<file path="src/pkg/ltb_pkg.sv">
package ltb_pkg;
   // ==========================================
   // Register offsets (byte addresses)
   localparam logic [7:0] ADDR_CTRL = 8'h00;
   localparam logic [7:0] ADDR_PASS = 8'h04;
   localparam logic [7:0] ADDR_SRC_LO1 = 8'h08;
   localparam logic [7:0] ADDR_SRC_HI1 = 8'h0C;
   localparam logic [7:0] ADDR_SRC_LO2 = 8'h10;
   localparam logic [7:0] ADDR_SRC_HI2 = 8'h14;
   localparam logic [7:0] ADDR_LIM_LO1 = 8'h18;
   localparam logic [7:0] ADDR_LIM_HI1 = 8'h1C;
   localparam logic [7:0] ADDR_LIM_LO2 = 8'h20;
   localparam logic [7:0] ADDR_LIM_HI2 = 8'h24;
   localparam logic [7:0] ADDR_STATUS = 8'h28;
   localparam logic [7:0] ADDR_IRQ_STAT = 8'h2C;
   localparam logic [7:0] ADDR_IRQ_MASK = 8'h30;
   localparam logic [7:0] ADDR_CMD = 8'h34;
   localparam logic [7:0] ADDR_MANUAL = 8'h38;
   localparam logic [7:0] ADDR_READING = 8'h3C;
   // ==========================================
   // CTRL fields
   localparam int CTRL_EN1 = 0;
   localparam int CTRL_EN2 = 1;
   localparam int CTRL_BSTR = 2;
   localparam int CTRL_POL_LSB = 4;
   // CMD fields
   localparam int CMD_REEVAL = 0;
   localparam int CMD_CLR1 = 1;
   localparam int CMD_CLR2 = 2;
   localparam int CMD_PRESET = 3;
   // STATUS / IRQ fields
   localparam int ST_FAIL1 = 0;
   localparam int ST_FAIL2 = 1;
   localparam int ST_CFAIL = 2;
   localparam int ST_STROBE = 3;
   localparam int IRQ_EVAL = 0;
   localparam int IRQ_FAIL = 1;
   localparam int IRQ_STRB = 2;
   localparam int IRQ_W = 3;
   // ==========================================
   // Reset values and timing
   localparam logic [3:0] PASS_RST = 4'h0;
   localparam logic [3:0] POL_RST = 4'hF;
   localparam int CLK_HZ = 50_000_000;
   localparam int STROBE_MIN_US = 10;
   // Strictly longer than the minimum: one extra cycle
   localparam int STROBE_CYC = STROBE_MIN_US * (CLK_HZ / 1_000_000) + 1;
   localparam int SETTLE_CYC = 2;
   localparam int RD_W = 16;
endpackage : ltb_pkg

</file>
<file path="src/pkg/ltb_eval_if.sv">
interface ltb_eval_if;
   logic start;
   logic signed [ltb_pkg::RD_W-1:0] reading;
   logic signed [ltb_pkg::RD_W-1:0] lim [4];
   logic [3:0] src [4];
   logic [1:0] en;
   logic [3:0] pass_pat;
   logic done;
   logic [3:0] pattern;
   logic fail1;
   logic fail2;
   modport ctrl (output start, reading, lim, src, en, pass_pat,
                 input done, pattern, fail1, fail2);
   modport eval (input start, reading, lim, src, en, pass_pat,
                 output done, pattern, fail1, fail2);
endinterface : ltb_eval_if

</file>
<file path="src/rtl/ltb_eval.sv">
module ltb_eval (
   input wire logic mclk,
   input wire logic reset,
   ltb_eval_if.eval ev
);
   logic [3:0] pattern_r;
   logic fail1_r;
   logic fail2_r;
   logic done_r;
   logic [3:0] fails;
   logic [3:0] pat_nxt;

   // ==========================================
   // Sequence: low1, high1, low2, high2
   always_comb begin
      fails[0] = ev.en[0] && (ev.reading < ev.lim[0]);
      fails[1] = ev.en[0] && (ev.reading > ev.lim[1]);
      fails[2] = ev.en[1] && (ev.reading < ev.lim[2]);
      fails[3] = ev.en[1] && (ev.reading > ev.lim[3]);
      pat_nxt = ev.pass_pat;
      for (int i = 3; i >= 0; i--) begin
         if (fails[i]) begin
            pat_nxt = ev.src[i];
         end
      end
   end

   always_ff @(posedge mclk) begin
      if (reset) begin
         pattern_r <= 4'h0;
         fail1_r <= 1'b0;
         fail2_r <= 1'b0;
         done_r <= 1'b0;
      end else begin
         done_r <= ev.start;
         if (ev.start) begin
            pattern_r <= pat_nxt;
            fail1_r <= fails[0] | fails[1];
            fail2_r <= fails[2] | fails[3];
         end
      end
   end

   assign ev.done = done_r;
   assign ev.pattern = pattern_r;
   assign ev.fail1 = fail1_r;
   assign ev.fail2 = fail2_r;

   chk_first_fail_wins: assert property (@(posedge mclk)
      disable iff (reset) ev.start && fails[0]
      |=> pattern_r == $past(ev.src[0]))
      else $error("first failing test did not select pattern");
endmodule : ltb_eval

</file>
<file path="src/rtl/ltb_strobe.sv">
module ltb_strobe #(
   parameter int PULSE_CYC = ltb_pkg::STROBE_CYC
) (
   input wire logic mclk,
   input wire logic reset,
   input wire logic fire,
   output logic busy,
   output logic pulse
);
   localparam int CW = $clog2(PULSE_CYC + ltb_pkg::SETTLE_CYC + 1);
   localparam logic [CW-1:0] SET_C = CW'(ltb_pkg::SETTLE_CYC);
   localparam logic [CW-1:0] END_C = CW'(ltb_pkg::SETTLE_CYC + PULSE_CYC);
   logic [CW-1:0] cnt_r;
   logic busy_r;
   logic pulse_r;

   // ==========================================
   // Settle, then pulse
   always_ff @(posedge mclk) begin
      if (reset) begin
         cnt_r <= '0;
         busy_r <= 1'b0;
         pulse_r <= 1'b0;
      end else if (fire) begin
         cnt_r <= '0;
         busy_r <= 1'b1;
         pulse_r <= 1'b0;
      end else if (busy_r) begin
         cnt_r <= cnt_r + 1'b1;
         if (cnt_r == SET_C - 1'b1) begin
            pulse_r <= 1'b1;
         end
         if (cnt_r == END_C - 1'b1) begin
            pulse_r <= 1'b0;
            busy_r <= 1'b0;
         end
      end
   end

   assign busy = busy_r;
   assign pulse = pulse_r;
endmodule : ltb_strobe

</file>
<file path="src/rtl/ltb_top.sv">
// Functional notes
// - A pass pattern 0..15 is driven out when all enabled tests pass.
// - Pattern bit n drives output line n+1 (weights 1, 2, 4, 8).
// - Each line is inverted when its polarity bit selects active low.
// - Reset or preset clears the pass pattern; reads return 0..15.
// - With the strobe on, line four is dropped from every pattern.
// - With the strobe on, lines 1..3 settle then line 4 pulses >10 us.
// - The strobe pulse direction follows line four's polarity.
// - Strobe enable is one bit, cleared by reset/preset, readable.
// - Composite fail is the OR of both test fail flags.
// - Reading any fail status leaves the fail flags unchanged.
// - New limits apply from the next reading or re-evaluate; none without one.
// - Re-evaluate reruns tests on the stored reading, no conversion.
// - Tests run low1, high1, low2, high2; first failure picks pattern.
// - While a test is enabled, manual output writes are ignored.
// - Disabling a test clears its fail flag.
//
// Our own choices: the register addresses and the APB interface to the registers.
module ltb_top #(
   parameter int PULSE_CYC = ltb_pkg::STROBE_CYC
) (
   input wire logic mclk,
   input wire logic reset,
   input wire logic psel,
   input wire logic penable,
   input wire logic pwrite,
   input wire logic [7:0] paddr,
   input wire logic [31:0] pwdata,
   output logic [31:0] prdata,
   output logic pready,
   output logic pslverr,
   input wire logic conv_valid,
   input wire logic [ltb_pkg::RD_W-1:0] conv_data,
   output logic [3:0] dout,
   output logic irq
);
   ltb_eval_if ev ();

   logic [3:0] pass_r;
   logic [1:0] en_r;
   logic bstr_r;
   logic [3:0] pol_r;
   logic [3:0] src_r [4];
   logic signed [ltb_pkg::RD_W-1:0] lim_r [4];
   logic signed [ltb_pkg::RD_W-1:0] reading_r;
   logic [3:0] manual_r;
   logic fail1_r;
   logic fail2_r;
   logic [ltb_pkg::IRQ_W-1:0] istat_r;
   logic [ltb_pkg::IRQ_W-1:0] imask_r;
   logic start_r;
   logic [3:0] dout_r;
   logic irq_r;
   logic [31:0] prdata_r;
   logic pready_r;
   logic pslverr_r;
   logic wr_acc;
   logic rd_acc;
   logic cmd_wr;
   logic preset_cmd;
   logic strb_busy;
   logic strb_pulse;
   logic [3:0] line_val;
   logic [ltb_pkg::IRQ_W-1:0] ev_set;

   function automatic logic mapped(input logic [7:0] a);
      mapped = (a[1:0] == 2'b00) && (a <= ltb_pkg::ADDR_READING);
   endfunction : mapped

   // ==========================================
   // APB slave: one wait state, answer in second access cycle
   assign wr_acc = psel && penable && pwrite && pready_r;
   assign rd_acc = psel && penable && !pwrite && pready_r;
   assign cmd_wr = wr_acc && paddr == ltb_pkg::ADDR_CMD;
   assign preset_cmd = cmd_wr && pwdata[ltb_pkg::CMD_PRESET];

   always_ff @(posedge mclk) begin
      if (reset) begin
         pready_r <= 1'b0;
         pslverr_r <= 1'b0;
      end else begin
         pready_r <= psel && penable && !pready_r;
         pslverr_r <= psel && penable && !pready_r && !mapped(paddr);
      end
   end

   // ==========================================
   // Configuration registers
   always_ff @(posedge mclk) begin
      if (reset || preset_cmd) begin
         pass_r <= ltb_pkg::PASS_RST;
         en_r <= 2'b00;
         bstr_r <= 1'b0;
         pol_r <= ltb_pkg::POL_RST;
         for (int i = 0; i < 4; i++) begin
            src_r[i] <= 4'h0;
            lim_r[i] <= '0;
         end
      end else if (wr_acc && mapped(paddr)) begin
         unique case (paddr)
            ltb_pkg::ADDR_CTRL: begin
               en_r <= pwdata[ltb_pkg::CTRL_EN2:ltb_pkg::CTRL_EN1];
               bstr_r <= pwdata[ltb_pkg::CTRL_BSTR];
               pol_r <= pwdata[ltb_pkg::CTRL_POL_LSB +: 4];
            end
            ltb_pkg::ADDR_PASS: pass_r <= pwdata[3:0];
            ltb_pkg::ADDR_SRC_LO1: src_r[0] <= pwdata[3:0];
            ltb_pkg::ADDR_SRC_HI1: src_r[1] <= pwdata[3:0];
            ltb_pkg::ADDR_SRC_LO2: src_r[2] <= pwdata[3:0];
            ltb_pkg::ADDR_SRC_HI2: src_r[3] <= pwdata[3:0];
            ltb_pkg::ADDR_LIM_LO1: lim_r[0] <= pwdata[ltb_pkg::RD_W-1:0];
            ltb_pkg::ADDR_LIM_HI1: lim_r[1] <= pwdata[ltb_pkg::RD_W-1:0];
            ltb_pkg::ADDR_LIM_LO2: lim_r[2] <= pwdata[ltb_pkg::RD_W-1:0];
            ltb_pkg::ADDR_LIM_HI2: lim_r[3] <= pwdata[ltb_pkg::RD_W-1:0];
            default: ;
         endcase
      end
   end

   // ==========================================
   // Manual output source, locked while a test is enabled
   always_ff @(posedge mclk) begin
      if (reset) begin
         manual_r <= 4'h0;
      end else if (wr_acc && paddr == ltb_pkg::ADDR_MANUAL && en_r == 2'b00) begin
         manual_r <= pwdata[3:0];
      end
   end

   // ==========================================
   // Reading store and evaluation start
   always_ff @(posedge mclk) begin
      if (reset) begin
         reading_r <= '0;
         start_r <= 1'b0;
      end else begin
         if (conv_valid) begin
            reading_r <= conv_data;
         end
         // Re-evaluate uses stored reading only
         start_r <= conv_valid || (cmd_wr && pwdata[ltb_pkg::CMD_REEVAL]);
      end
   end

   assign ev.start = start_r;
   assign ev.reading = reading_r;
   assign ev.lim = lim_r;
   assign ev.src = src_r;
   assign ev.en = en_r;
   assign ev.pass_pat = pass_r;

   ltb_eval u_eval (
      .mclk(mclk),
      .reset(reset),
      .ev(ev.eval)
   );

   // ==========================================
   // Fail flags, reloaded by each evaluation, cleared by command or disable
   always_ff @(posedge mclk) begin
      if (reset || preset_cmd) begin
         fail1_r <= 1'b0;
         fail2_r <= 1'b0;
      end else if (ev.done) begin
         fail1_r <= ev.fail1;
         fail2_r <= ev.fail2;
      end else begin
         if (!en_r[0] || (cmd_wr && pwdata[ltb_pkg::CMD_CLR1])) begin
            fail1_r <= 1'b0;
         end
         if (!en_r[1] || (cmd_wr && pwdata[ltb_pkg::CMD_CLR2])) begin
            fail2_r <= 1'b0;
         end
      end
   end

   // ==========================================
   // Binning strobe
   ltb_strobe #(
      .PULSE_CYC(PULSE_CYC)
   ) u_strobe (
      .mclk(mclk),
      .reset(reset),
      .fire(ev.done && bstr_r),
      .busy(strb_busy),
      .pulse(strb_pulse)
   );

   // ==========================================
   // Output lines
   always_comb begin
      if (en_r != 2'b00) begin
         line_val = ev.pattern;
      end else begin
         line_val = manual_r;
      end
      if (bstr_r) begin
         line_val[3] = strb_pulse;
      end
   end

   always_ff @(posedge mclk) begin
      if (reset) begin
         dout_r <= ~ltb_pkg::POL_RST;
      end else begin
         // Polarity bit 1 = active high; applies to strobe too
         dout_r <= line_val ^ ~pol_r;
      end
   end

   // ==========================================
   // Interrupts
   assign ev_set[ltb_pkg::IRQ_EVAL] = ev.done;
   assign ev_set[ltb_pkg::IRQ_FAIL] = ev.done && (ev.fail1 || ev.fail2);
   assign ev_set[ltb_pkg::IRQ_STRB] = strb_busy && !strb_pulse && bstr_r
      && dout_r[3] != ~pol_r[3] && 1'b0;

   always_ff @(posedge mclk) begin
      if (reset) begin
         istat_r <= '0;
         imask_r <= '0;
         irq_r <= 1'b0;
      end else begin
         for (int i = 0; i < ltb_pkg::IRQ_W; i++) begin
            if (ev_set[i]) begin
               istat_r[i] <= 1'b1;
            end else if (wr_acc && paddr == ltb_pkg::ADDR_IRQ_STAT
                         && pwdata[i]) begin
               istat_r[i] <= 1'b0;
            end
         end
         if (wr_acc && paddr == ltb_pkg::ADDR_IRQ_MASK) begin
            imask_r <= pwdata[ltb_pkg::IRQ_W-1:0];
         end
         irq_r <= |(istat_r & imask_r);
      end
   end

   // ==========================================
   // Read data; reads have no side effects
   always_ff @(posedge mclk) begin
      if (reset) begin
         prdata_r <= 32'h0000_0000;
      end else if (psel && penable && !pwrite && !pready_r) begin
         prdata_r <= 32'h0000_0000;
         unique case (paddr)
            ltb_pkg::ADDR_CTRL: begin
               prdata_r[1:0] <= en_r;
               prdata_r[ltb_pkg::CTRL_BSTR] <= bstr_r;
               prdata_r[ltb_pkg::CTRL_POL_LSB +: 4] <= pol_r;
            end
            ltb_pkg::ADDR_PASS: prdata_r[3:0] <= pass_r;
            ltb_pkg::ADDR_SRC_LO1: prdata_r[3:0] <= src_r[0];
            ltb_pkg::ADDR_SRC_HI1: prdata_r[3:0] <= src_r[1];
            ltb_pkg::ADDR_SRC_LO2: prdata_r[3:0] <= src_r[2];
            ltb_pkg::ADDR_SRC_HI2: prdata_r[3:0] <= src_r[3];
            ltb_pkg::ADDR_LIM_LO1: prdata_r[15:0] <= lim_r[0];
            ltb_pkg::ADDR_LIM_HI1: prdata_r[15:0] <= lim_r[1];
            ltb_pkg::ADDR_LIM_LO2: prdata_r[15:0] <= lim_r[2];
            ltb_pkg::ADDR_LIM_HI2: prdata_r[15:0] <= lim_r[3];
            ltb_pkg::ADDR_STATUS: begin
               prdata_r[ltb_pkg::ST_FAIL1] <= fail1_r;
               prdata_r[ltb_pkg::ST_FAIL2] <= fail2_r;
               prdata_r[ltb_pkg::ST_CFAIL] <= fail1_r | fail2_r;
               prdata_r[ltb_pkg::ST_STROBE] <= strb_busy;
            end
            ltb_pkg::ADDR_IRQ_STAT: prdata_r[2:0] <= istat_r;
            ltb_pkg::ADDR_IRQ_MASK: prdata_r[2:0] <= imask_r;
            ltb_pkg::ADDR_MANUAL: prdata_r[3:0] <= manual_r;
            ltb_pkg::ADDR_READING: prdata_r[15:0] <= reading_r;
            default: prdata_r <= 32'h0000_0000;
         endcase
      end
   end

   assign prdata = prdata_r;
   assign pready = pready_r;
   assign pslverr = pslverr_r;
   assign dout = dout_r;
   assign irq = irq_r;

   // ==========================================
   // Checks
   chk_pass_reset: assert property (@(posedge mclk)
      reset |=> pass_r == 4'h0 && !bstr_r)
      else $error("pass pattern or strobe enable not cleared");
   chk_preset_clears: assert property (@(posedge mclk)
      disable iff (reset) preset_cmd |=> pass_r == ltb_pkg::PASS_RST
      && !bstr_r && en_r == 2'b00)
      else $error("preset left configuration set");
   chk_pass_select: assert property (@(posedge mclk)
      disable iff (reset) ev.done && !ev.fail1 && !ev.fail2
      |-> ev.pattern == $past(pass_r))
      else $error("pass pattern not applied");
   chk_strobe_len: assert property (@(posedge mclk)
      disable iff (reset) $rose(strb_pulse) |-> strb_pulse [*8])
      else $error("strobe pulse too short");
   chk_strobe_after: assert property (@(posedge mclk)
      disable iff (reset) $rose(strb_pulse) |-> $past(strb_busy, 1))
      else $error("strobe before pattern settled");
   chk_line4_excluded: assert property (@(posedge mclk)
      disable iff (reset) bstr_r
      |=> dout_r[3] == ($past(strb_pulse) ^ ~$past(pol_r[3])))
      else $error("pattern reached line four under strobe");
   chk_strobe_polarity: assert property (@(posedge mclk)
      disable iff (reset) bstr_r && strb_pulse
      |=> dout_r[3] == $past(pol_r[3]))
      else $error("strobe pulse direction wrong");
   chk_cfail_or: assert property (@(posedge mclk)
      disable iff (reset) ev.done && (ev.fail1 || ev.fail2)
      |=> fail1_r || fail2_r)
      else $error("composite fail lost");
   chk_cfail_read: assert property (@(posedge mclk)
      disable iff (reset) rd_acc && paddr == ltb_pkg::ADDR_STATUS
      |-> prdata_r[ltb_pkg::ST_CFAIL] == $past(fail1_r || fail2_r))
      else $error("composite fail read wrong");
   chk_disable_clears: assert property (@(posedge mclk)
      disable iff (reset) !en_r[0] && !ev.done |=> !fail1_r)
      else $error("disabled test kept fail flag");
   chk_read_keeps: assert property (@(posedge mclk)
      disable iff (reset) rd_acc && en_r[0] && !ev.done && !cmd_wr
      |=> fail1_r == $past(fail1_r))
      else $error("read altered fail flag");
   chk_new_reading: assert property (@(posedge mclk)
      disable iff (reset) conv_valid
      |=> start_r && reading_r == $past(conv_data))
      else $error("new reading not evaluated");
   chk_no_idle_eval: assert property (@(posedge mclk)
      disable iff (reset) !conv_valid && !cmd_wr |=> !start_r)
      else $error("evaluation without reading or command");
   chk_reeval_start: assert property (@(posedge mclk)
      disable iff (reset) cmd_wr && pwdata[ltb_pkg::CMD_REEVAL]
      && !conv_valid |=> start_r && $stable(reading_r))
      else $error("re-evaluate missed or started a conversion");
   chk_manual_lock: assert property (@(posedge mclk)
      disable iff (reset) en_r != 2'b00 |=> $stable(manual_r))
      else $error("manual source changed while locked");
   chk_line_polarity: assert property (@(posedge mclk)
      disable iff (reset) !bstr_r && en_r != 2'b00 && !ev.done
      ##1 !ev.done |-> dout_r == (ev.pattern ^ ~$past(pol_r)))
      else $error("output polarity wrong");
   chk_pattern_hold: assert property (@(posedge mclk)
      disable iff (reset) !ev.done |-> $stable(ev.pattern))
      else $error("pattern changed without evaluation");
   chk_ready_pulse: assert property (@(posedge mclk)
      disable iff (reset) pready_r |=> !pready_r)
      else $error("ready held longer than one cycle");
   chk_err_ready: assert property (@(posedge mclk)
      disable iff (reset) pslverr_r |-> pready_r)
      else $error("error response without ready");
   cov_strobe: cover property (@(posedge mclk) $rose(strb_pulse));
   cov_fail: cover property (@(posedge mclk) ev.done && ev.fail2);
   cov_irq: cover property (@(posedge mclk) $rose(irq_r));
   cov_reeval: cover property (@(posedge mclk)
      cmd_wr && pwdata[ltb_pkg::CMD_REEVAL]);
   cov_manual: cover property (@(posedge mclk)
      wr_acc && paddr == ltb_pkg::ADDR_MANUAL && en_r == 2'b00);
endmodule : ltb_top

</file>
<file path="config.mk">
export PLATFORM = sky130hd
export DESIGN_NAME = ltb_top
export DESIGN_NICKNAME = d
export VERILOG_FILES = /design/src/pkg/ltb_pkg.sv /design/src/pkg/ltb_eval_if.sv /design/src/rtl/ltb_eval.sv /design/src/rtl/ltb_strobe.sv /design/src/rtl/ltb_top.sv
export SDC_FILE = /design/constraint.sdc
export NUM_CORES = 1
export LEC_CHECK = 0
export BUFFER_PORTS_ARGS = -buffer_cell sky130_fd_sc_hd__buf_2
export CAP_MARGIN = 20
export CORE_ASPECT_RATIO = 0.7
export CORE_UTILIZATION = 50
export DETAILED_ROUTE_END_ITERATION = 7
export GPL_TIMING_DRIVEN = 1
export PLACE_DENSITY = 0.7
export SYNTH_ARGS = -nofsm -noshare
export SYNTH_HDL_FRONTEND = slang
export SYNTH_SLANG_ARGS = --single-unit
export TNS_END_PERCENT = 30
</file>
<file path="constraint.sdc">
create_clock -name mclk -period 5.36 [get_ports mclk]
set_clock_uncertainty 0.1 [all_clocks]
set_input_delay 1.072 -clock mclk [delete_from_list [all_inputs] [get_ports mclk]]
set_output_delay 1.072 -clock mclk [all_outputs]
set_load 0.02 [all_outputs]
</file>
== Word-level counts from Yosys, hierarchy flattened ==
Cells that the tools add are included.
Storage, ports and cells
  bits in registers: 160
  input bits: 62
  output and inout port bits: 39
Cells by class
  add/subtract/negate cells: 1
  magnitude comparators: 5
  equality and inequality tests: 17
  mux-type cells: 23
  bitwise gates (word level): 6
  reductions and logical operators: 58
Operators by type and width (number)
  8-bit by 6-bit == test with 1-bit output (second input constant): 8
  3-bit case mux with 15 select lines: 1
  8-bit case mux with 5 select lines: 1
  8-bit by 5-bit == test with 1-bit output (second input constant): 4
  16-bit > comparator: 2
  16-bit less-than comparator: 2
  1-bit logical AND: 26
  4-bit case mux with 6 select lines: 1
  2-bit AND reduction: 11
  4-bit two-way mux: 5
  8-bit by 4-bit == test with 1-bit output (second input constant): 2
  1-bit two-way mux: 14
  1-bit case mux with 12 select lines: 1
  2-bit nonzero test: 6
  9-bit by 1-bit adder with 9-bit output (second input constant): 1
  9-bit by 1-bit == test with 1-bit output (second input constant): 1
  9-bit == test (second input constant): 1
  8-bit by 3-bit == test with 1-bit output (second input constant): 1
  8-bit by 6-bit less-or-equal comparator with 1-bit output (second input constant): 1
  8-bit zero test: 1
  1-bit zero test: 5
  1-bit logical OR: 5
  2-bit zero test: 2
  4-bit NOT: 1
  5 further kinds: 7

== Logic depth before layout (Yosys ltp) ==
Gate-level depths: netlist (run 1).
  word-level depth: 8
  gate-level depth with buffers: 10
  depth with buffers taken out: 9

== By module ==
From an unflattened synthesis (run 1), not the netlist that was laid out.
Second synthesis, totals
  cell total of the unflattened synthesis: 1071
  area total of the unflattened synthesis: 8988.6 µm²
Modules (own cells, without submodules)
  ltb_top: times used 1, cells each 737, area each 6392.4 µm²
  ltb_eval: times used 1, cells each 275, area each 2078.2 µm²
  ltb_strobe: times used 1, cells each 59, area each 518.0 µm²

== Worst setup path before layout (run 1) ==
No wires, ideal clock.
  path kind: input to register
  start: input paddr[1]
  end: register lim_r, in the netlist ev.lim[10]
  library setup time: 120 ps
  arrival time: 2572 ps
  required time: 5140 ps
  path slack: 2569 ps
  cell stages on the path: 8
  buffers on the path: 2
  cell sequence: nor3b_1 > nand2b_1 > nor3_1 > nand2_1 > nand2_1 > buf_2 > buf_2 > a21oi_1
On the way
  word-level cells in the longest chain between the ends: 4
  elaborated cells between the ends (all ways): 10
  those cells by class: 1 x order compare; 2 x eq/ne; 7 x reduce/logical
Ends and longest elaborated chain
  start: declaration: RTL line ltb_top.sv:27  | input wire logic [7:0] paddr,
  8-bit by 6-bit less-or-equal comparator with 1-bit output (tied with other cells): RTL line ltb_top.sv:67  | mapped = (a[1:0] == 2'b00) && (a <= ltb_pkg::ADDR_READING);
  1-bit logical AND, on equally long branches: RTL line ltb_top.sv:67, ltb_top.sv:74
  1-bit logical AND, on equally long branches: RTL line ltb_top.sv:99, ltb_top.sv:75
  2-bit AND reduction (no line) or 1-bit logical OR (tied branches)
  end: declaration: RTL line ltb_top.sv:44  | logic signed [ltb_pkg::RD_W-1:0] lim_r [4];
Several ways; a longest one is shown, not always the timed one.
A chain may end at the register's enable or synchronous reset.

== Worst setup path after layout (run 1) ==
  start: input paddr[2]
  end: register src_r, in the netlist ev.src[2]
On the way
  word-level cells in the longest chain between the ends: 4
  elaborated cells between the ends (all ways): 9
  those cells by class: 1 x order compare; 2 x eq/ne; 6 x reduce/logical
Ends and longest elaborated chain
  8-bit by 6-bit less-or-equal comparator with 1-bit output or 8-bit by 6-bit == test with 1-bit output (tied branches): RTL line ltb_top.sv:67, ltb_top.sv:74
  1-bit logical AND, on equally long branches: RTL line ltb_top.sv:67, ltb_top.sv:74
  1-bit logical AND, on equally long branches: RTL line ltb_top.sv:99, ltb_top.sv:75
  2-bit AND reduction (no line) or 1-bit logical OR (tied branches)
  end: declaration: RTL line ltb_top.sv:43  | logic [3:0] src_r [4];
Several ways; a longest one is shown, not always the timed one.

==> metrics.csv, run 1 <==
metric,value,unit
drive_gt1_share,10.3,%
maxSlewViolCount,0,
crit_type,input pin to flop,
clk_latency,0.43,ns
final_cells,1376,
synth_ff_type,dfxtp_1,
p_seq_share,45.4,%
fp-row-count,39,
grt_pass1_wl,41300,um
num_vias,8103,
comb_power_share,8.6,%
rsz0062_at_grt,no,
gp_congestion,0.966,
cp.arrival,3.64,ns
syn_area_per_cell,7.86,sq um
period_share,64.1,%
core_area,16600,sq um
dieWidth,159,um
grt_usage,30.2,%
p_switching,716,uW
fin_tns_setup,0,ns
tritoncts,yes,
synth_common_cells,"176 x nand2_1, 160 x dfxtp_1, 135 x a21oi_1",
final_antenna_net_count,0,
drc,0,
synth_seq_cells,160,
switching_share,26.4,%
synth_edf_count,0,
ys_seq_area_share,37.0,%
worstSetupEndpointType,flop,
r2r-end,u_eval.ev.pattern[2],
synth_cell_types,59,
numCtsBuffers,17,
min_path_type,flop to flop,
io_buffers,68,
max_freq,0.291,GHz
die_area,17800,sq um
async_reset_ff_share,0,%
routed_wl,26500,um
synth_area,8650,sq um
synth_cells,1100,
overflow,0,
cp-startpoint,paddr[2],
ir_worst_vdd,164,uV
cts_buffer_depth,2,
nNetsFinal,1265,
grt_pass1_vias,7398,
wire_per_inst,19.3,um
die_h,112,um
synth_area_leaders,"dfxtp_1 37%, ha_1 9.4%, a21oi_1 7.8%",
diodes,0,
initial_core_util,52.1,%
htreeDepth,4,
synth_top_area_share,37.0,%
drv_cap,0,
p_per_area,281,nW/um^2
place_hpwl,18900,um
synth.largest_area_cell,dfxtp_1,
p_leak,3.54,nW
cts-resized-gates,0,
dr.pass1.iters,6,
synth.most_common_cell,nand2_1,
synth_warnings,0,
dpl.cell_count,1344,
r2r-start,ev.reading[13],
hp-start,ev.lim[23],
power.internal,2.00,mW
cts_sinks,160,
power.share.clock,46.0,%
path_clk_slew,0.07,ns
outcome,completed,
drt_iter0_markers,952,
setup_viol,0,
holdPathStages,2,
grt_max_degree,90,
timing.slew.headroom,35.1,%
holdPathEnd,ev.lim[23],
tightest_slew,0.970,ns
cts_hold_buf,0,
hold_viol,0,
post_cts_buffers,0,
viasPerCell,5.89,
min_period,3.44,ns
area_delta_synth_final,11.6,%
root_buffer,clkbuf_16,
antenna_found_initial,0,
ios,101,
r2r_slack,2.42,ns
r2r_cells,8,
worstPathRequired,5.56,ns
critPathMaxFanout,89,
start_kind,input pin,
## power groups by stage
stage / Combinational (mW) / Sequential, mW / Clock, mW
after floorplan: 0.154 / 1.25 / 0
after global routing: 0.255 / 1.23 / 1.31
after global placement: 0.223 / 1.26 / 0
after detailed placement: 0.227 / 1.26 / 0
final: 0.232 / 1.23 / 1.25
after CTS: 0.229 / 1.23 / 1.26
## flip-flops by register name, summed over array words and instances, names as in the netlist, 2 cells and up
name,cells
dout,4
en_r,2
ev.lim,64
ev.pass_pat,4
ev.reading,16
ev.src,16
imask_r,3
istat_r,2
manual_r,4
pol_r,4
prdata,16
u_eval.ev.pattern,4
u_strobe.cnt_r,9
## layout by cell type, fill, tap and decap left out, types with 6 or more instances in the layout
cell / instances
a211oi_1: 7
a21o_1: 9
a21oi_1: 135
a221oi_1: 19
a22oi_1: 17
buf_2: 68
buf_4: 7
clkbuf_16: 17
conb_1: 16
dfxtp_1: 160
ha_1: 65
inv_1: 82
mux2i_1: 40
nand2_1: 175
nand2b_1: 6
nand3_1: 77
nand4_1: 16
nor2_1: 69
nor2b_1: 8
nor3_1: 8
o2111ai_1: 6
o21ai_0: 39
## metal layers
layer	track usage [%]	vias up	part of all wire, %	wire, um
met3	8.98	30	13	3360
met4	8.85	0	1.6	414
met5	0	-	0	0
li1	-	3914	-	-
met1	44.8	3717	46	12300
met2	41.7	442	40	10500
## worst max-delay path: stages
cell      delay [ns]
buf_2           0.53
nor3b_1         0.39
nand2b_1        0.21
nor3_1          0.66
nand2_1         0.14
nand2_2         0.12
buf_12          0.36
a21oi_1         0.08
## final cells by class
type / instances / area, sq um
fillers: 1544 / 6940
multi-input cells: 800 / 4850
flip-flops and latches: 160 / 3200
clock buffers: 19 / 443
repair buffers: 76 / 413
inverters: 83 / 312
well taps: 225 / 282
clock inverters: 13 / 153
## cells by family after synthesis
kind of cell	count (synthesis)	synth area share [%]
flip-flops	160	37.0
XOR/XNOR	10	1.01
adder cells (fa/ha/maj)	65	9.40
AND/OR/NAND/NOR	394	20.5
other	1	0.0434
buffers and inverters	155	7.70
AO/OA/AOI/OAI	274	19.5
multiplexers	41	4.80
## worst max path at each step
| stage | endpoint | slack, ns |
|---|---|---|
| 6_report | ev.src[2] | 1.92 |
| 5_1_grt | ev.src[3] | 1.78 |
| 4_1_cts | en_r[0] | 2.03 |
| 3_5_place_dp | en_r[0] | 1.59 |
| 3_3_place_gp | ev.src[4] | 1.61 |
| 2_1_floorplan | ev.lim[10] | 2.57 |
## per-stage QoR
step | util [%] | power [mW] | area (sq um) | setup WS (ns) | hold slack [ns]
2_1_floorplan | - | 1.41 | 8700 | 2.57 | 0.337
3_3_place_gp | 54.6 | 1.48 | 9060 | 1.61 | 0.358
3_5_place_dp | 54.6 | 1.48 | 9060 | 1.59 | 0.362
4_1_cts | 58.2 | 2.71 | 9650 | 2.03 | 0.372
6_report | 58.2 | 2.71 | 9650 | 1.92 | 0.375
5_1_grt | 58.2 | 2.80 | 9650 | 1.78 | 0.396
Note: power is estimated with default switching activity, not from simulation.
==> inputs of run 2 (changes only) <==
ABC_AREA = 1   (was not set)
PLACE_DENSITY = 0.73   (was 0.7)
clock period = 2.85 ns   (was 5.36 ns; I/O delays follow)
==> run 2 against run 1 <==
- combinational power is 110% higher
- core utilization is 0.77 points lower
- non-clock buffer count up 4
- power rose by 84%
- clock power grew 76%
- sequential share of layout area up 0.95 points
- sequential power up 88%
- synthesized area down 3.1%
- highest routed layer unchanged
- worst hold slack worse by 0.12 ns
- critical path type is now flop to flop
- critical path depth up 6
- cell count is 1.7% higher
==> metrics.csv, run 2 <==
metric,value,unit,change
htreeDepth,4,,unchanged
dr.pass1.iters,7,,was 6
p_per_area,532,nW/um^2,was 281 nW/um^2
path_clk_slew,0.07,ns,about the same
min_path_type,input pin to flop,,was flop to flop
grt_pass1_wl,37900,um,was 41300 um
routed_wl,24300,um,was 26500 um
synth_cells,1107,,was 1100
io_buffers,68,,unchanged
grtUsageMet2,42.8,%,was 41.7%
cts-resized-gates,0,,unchanged
dieWidth,157,um,was 159 um
final_util,57.4,%,was 58.2%
clk_latency,0.44,ns,was 0.43 ns
wire_per_inst,17.3,um,was 19.3 um
maxSlewViolCount,0,,unchanged
setup_viol,0,,unchanged
fp-row-count,39,,unchanged
synth_cell_types,46,,was 59
grt_usage,29.3,%,was 30.2%
num_vias,7953,,was 8103
fin_ws,0.283,ns,was 1.92 ns
post_cts_buffers,0,,unchanged
max_freq,0.390,GHz,
syn_area_per_cell,7.57,sq um,was 7.86 sq um
overflow,0,,unchanged
tritoncts,yes,,unchanged
synth_ff_type,dfxtp_1,,unchanged
power.share.clock,44.1,%,was 46.0%
p_seq_share,46.2,%,was 45.4%
crit_type,flop to flop,,was input pin to flop
synth.most_common_cell,dfxtp_1,,was nand2_1
nFillCells,1573,,was 1544
cts_hold_buf,0,,unchanged
grt-busiest-layer,met2,,was met1
worstPathRequired,3.12,ns,was 5.56 ns
grt_pass1_vias,7049,,was 7398
switching_share,25.6,%,was 26.4%
synth_seq_cells,160,,unchanged
critPathMaxFanout,6,,was 89
final_common_cell,dfxtp_1,,was nand2_1
power.internal,3.71,mW,was 2.00 mW
outcome,completed,,unchanged
nNetsFinal,1294,,was 1265
ios,101,,unchanged
diodes,0,,unchanged
antenna_found_initial,0,,unchanged
area_delta_synth_final,12.0,%,was 11.6%
largest_register_ffs,64,,unchanged
p_switching,1.28,mW,was 716 uW
worstSetupEndpointType,flop,,unchanged
rsz0062_at_grt,no,,unchanged
ir_worst_vdd,343,uV,was 164 uV
initial_core_util,51.3,%,was 52.1%
hold_viol,0,,unchanged
synth_area,8380,sq um,was 8650 sq um
p_leak,3.90,nW,was 3.54 nW
grt_max_degree,63,,was 90
die_h,110,um,was 112 um
cp.arrival,2.83,ns,was 3.64 ns
drc,0,,unchanged
root_buffer,clkbuf_16,,unchanged
async_reset_ff_share,0,%,unchanged
synth.largest_area_cell,dfxtp_1,,unchanged
drt_iter0_markers,888,,was 952
fin_tns_setup,0,ns,unchanged
viasPerCell,5.68,,was 5.89
start_kind,flop,,was input pin
cts_sinks,160,,unchanged
drive_gt1_share,11.5,%,was 10.3%
place_ws,0.205,ns,was 1.59 ns
synth_common_cells,"160 x dfxtp_1, 155 x a21oi_1, 147 x inv_1",,"was 176 x nand2_1, 160 x dfxtp_1, 135 x a21oi_1"
comb_power_share,9.7,%,was 8.6%
synth_area_leaders,"dfxtp_1 38%, ha_1 9.7%, a21oi_1 9.3%",,"was dfxtp_1 37%, ha_1 9.4%, a21oi_1 7.8%"
grtUsageMet1,42.6,%,was 44.8%
use_met3,5.90,%,was 8.98%
synth_edf_count,0,,unchanged
period_share,90.1,%,
core_area,16300,sq um,was 16600 sq um
ys_seq_area_share,38.2,%,was 37.0%
timing.slew.headroom,51.3,%,was 35.1%
cts_buffer_depth,2,,unchanged
numCtsBuffers,17,,unchanged
most-common-layout-cells,"160 x dfxtp_1, 155 x a21oi_1, 147 x inv_1, 142 x nand2_1, 137 x o21ai_0",,"was 175 x nand2_1, 160 x dfxtp_1, 135 x a21oi_1, 82 x inv_1, 77 x nand3_1"
drv_cap,0,,unchanged
final_antenna_net_count,0,,unchanged
tightest_slew,0.728,ns,was 0.970 ns
die_area,17300,sq um,was 17800 sq um
place_hpwl,17800,um,was 18900 um
min_period,2.57,ns,
synth_top_area_share,38.2,%,was 37.0%
gp_congestion,0.937,,was 0.966
synth_warnings,0,,unchanged
## run 2: stage by stage
stage               instance area, sq um  hold WS (ns)  total power, mW  instances
global route                        9390         0.266             5.15       1400
CTS                                 9380         0.248             4.99       1400
finish                              9390         0.259             4.99       1400
global placement                    8840         0.350             2.81       1373
detailed placement                  8840         0.353             2.82       1373
floorplan                           8430         0.342             2.67       1122
## run 2: logic make-up after synthesis
| kind of cell | after synthesis | synth area share [%] |
|---|---|---|
| xor gates and xnor gates | 1 | 0.105 |
| AOI/OAI and AO/OA | 378 | 24.8 |
| DFF | 160 | 38.2 |
| buffers and inverters | 213 | 11.1 |
| adders and majority gates | 65 | 9.71 |
| other | 1 | 0.0448 |
| and+or+nand+nor | 289 | 16.0 |
## run 2: final timing paths
kind	startpoint	end	slack, ns	cells after the start
min reg2reg	u_eval.ev.pattern[1]	u_eval.ev.pattern[1]	0.36	2
max	ev.reading[5]	u_eval.ev.pattern[2]	0.28	14
min	conv_data[12]	ev.reading[12]	0.26	3
max reg2reg	ev.reading[5]	u_eval.ev.pattern[2]	0.28	14
## run 2: layout make-up
type	count	area (sq um)	area share, %
Clock buffer	20	447	4.76
Clock inverter	7	91.3	0.973
Inverter	159	602	6.41
Multi-Input combinational cell	749	4320	46.0
Sequential cell	160	3200	34.1
Tap cell	225	282	3.00
Timing Repair Buffer	80	443	4.72
## run 2: power groups by stage
stage          sequential, mW  combinational [mW]  clock (mW)
2_1_floorplan            2.35               0.320           0
3_5_place_dp             2.35               0.468           0
6_report                 2.31               0.483        2.20
4_1_cts                  2.31               0.472        2.21
3_3_place_gp             2.35               0.455           0
5_1_grt                  2.31               0.546        2.30
## run 2: critical path, cell delays in order, from the launching register on
cell     delay, ns
dfxtp_1       0.43
ha_1          0.28
a21oi_1       0.18
nor2_1        0.09
nor3_2        0.23
o21ai_0       0.16
nand2_1       0.12
nand2_1       0.06
nand2_1       0.07
nand3_2       0.16
inv_1         0.15
nand2_1       0.07
nand3_1       0.10
nand3_1       0.14
a21oi_1       0.15
## run 2: routing by layer
metal  up-vias  share of wire (%)
li1       3888                  -
met1      3695                 48
met2       323                 41
met3        47                8.5
met4         0                2.3
met5         -                  0
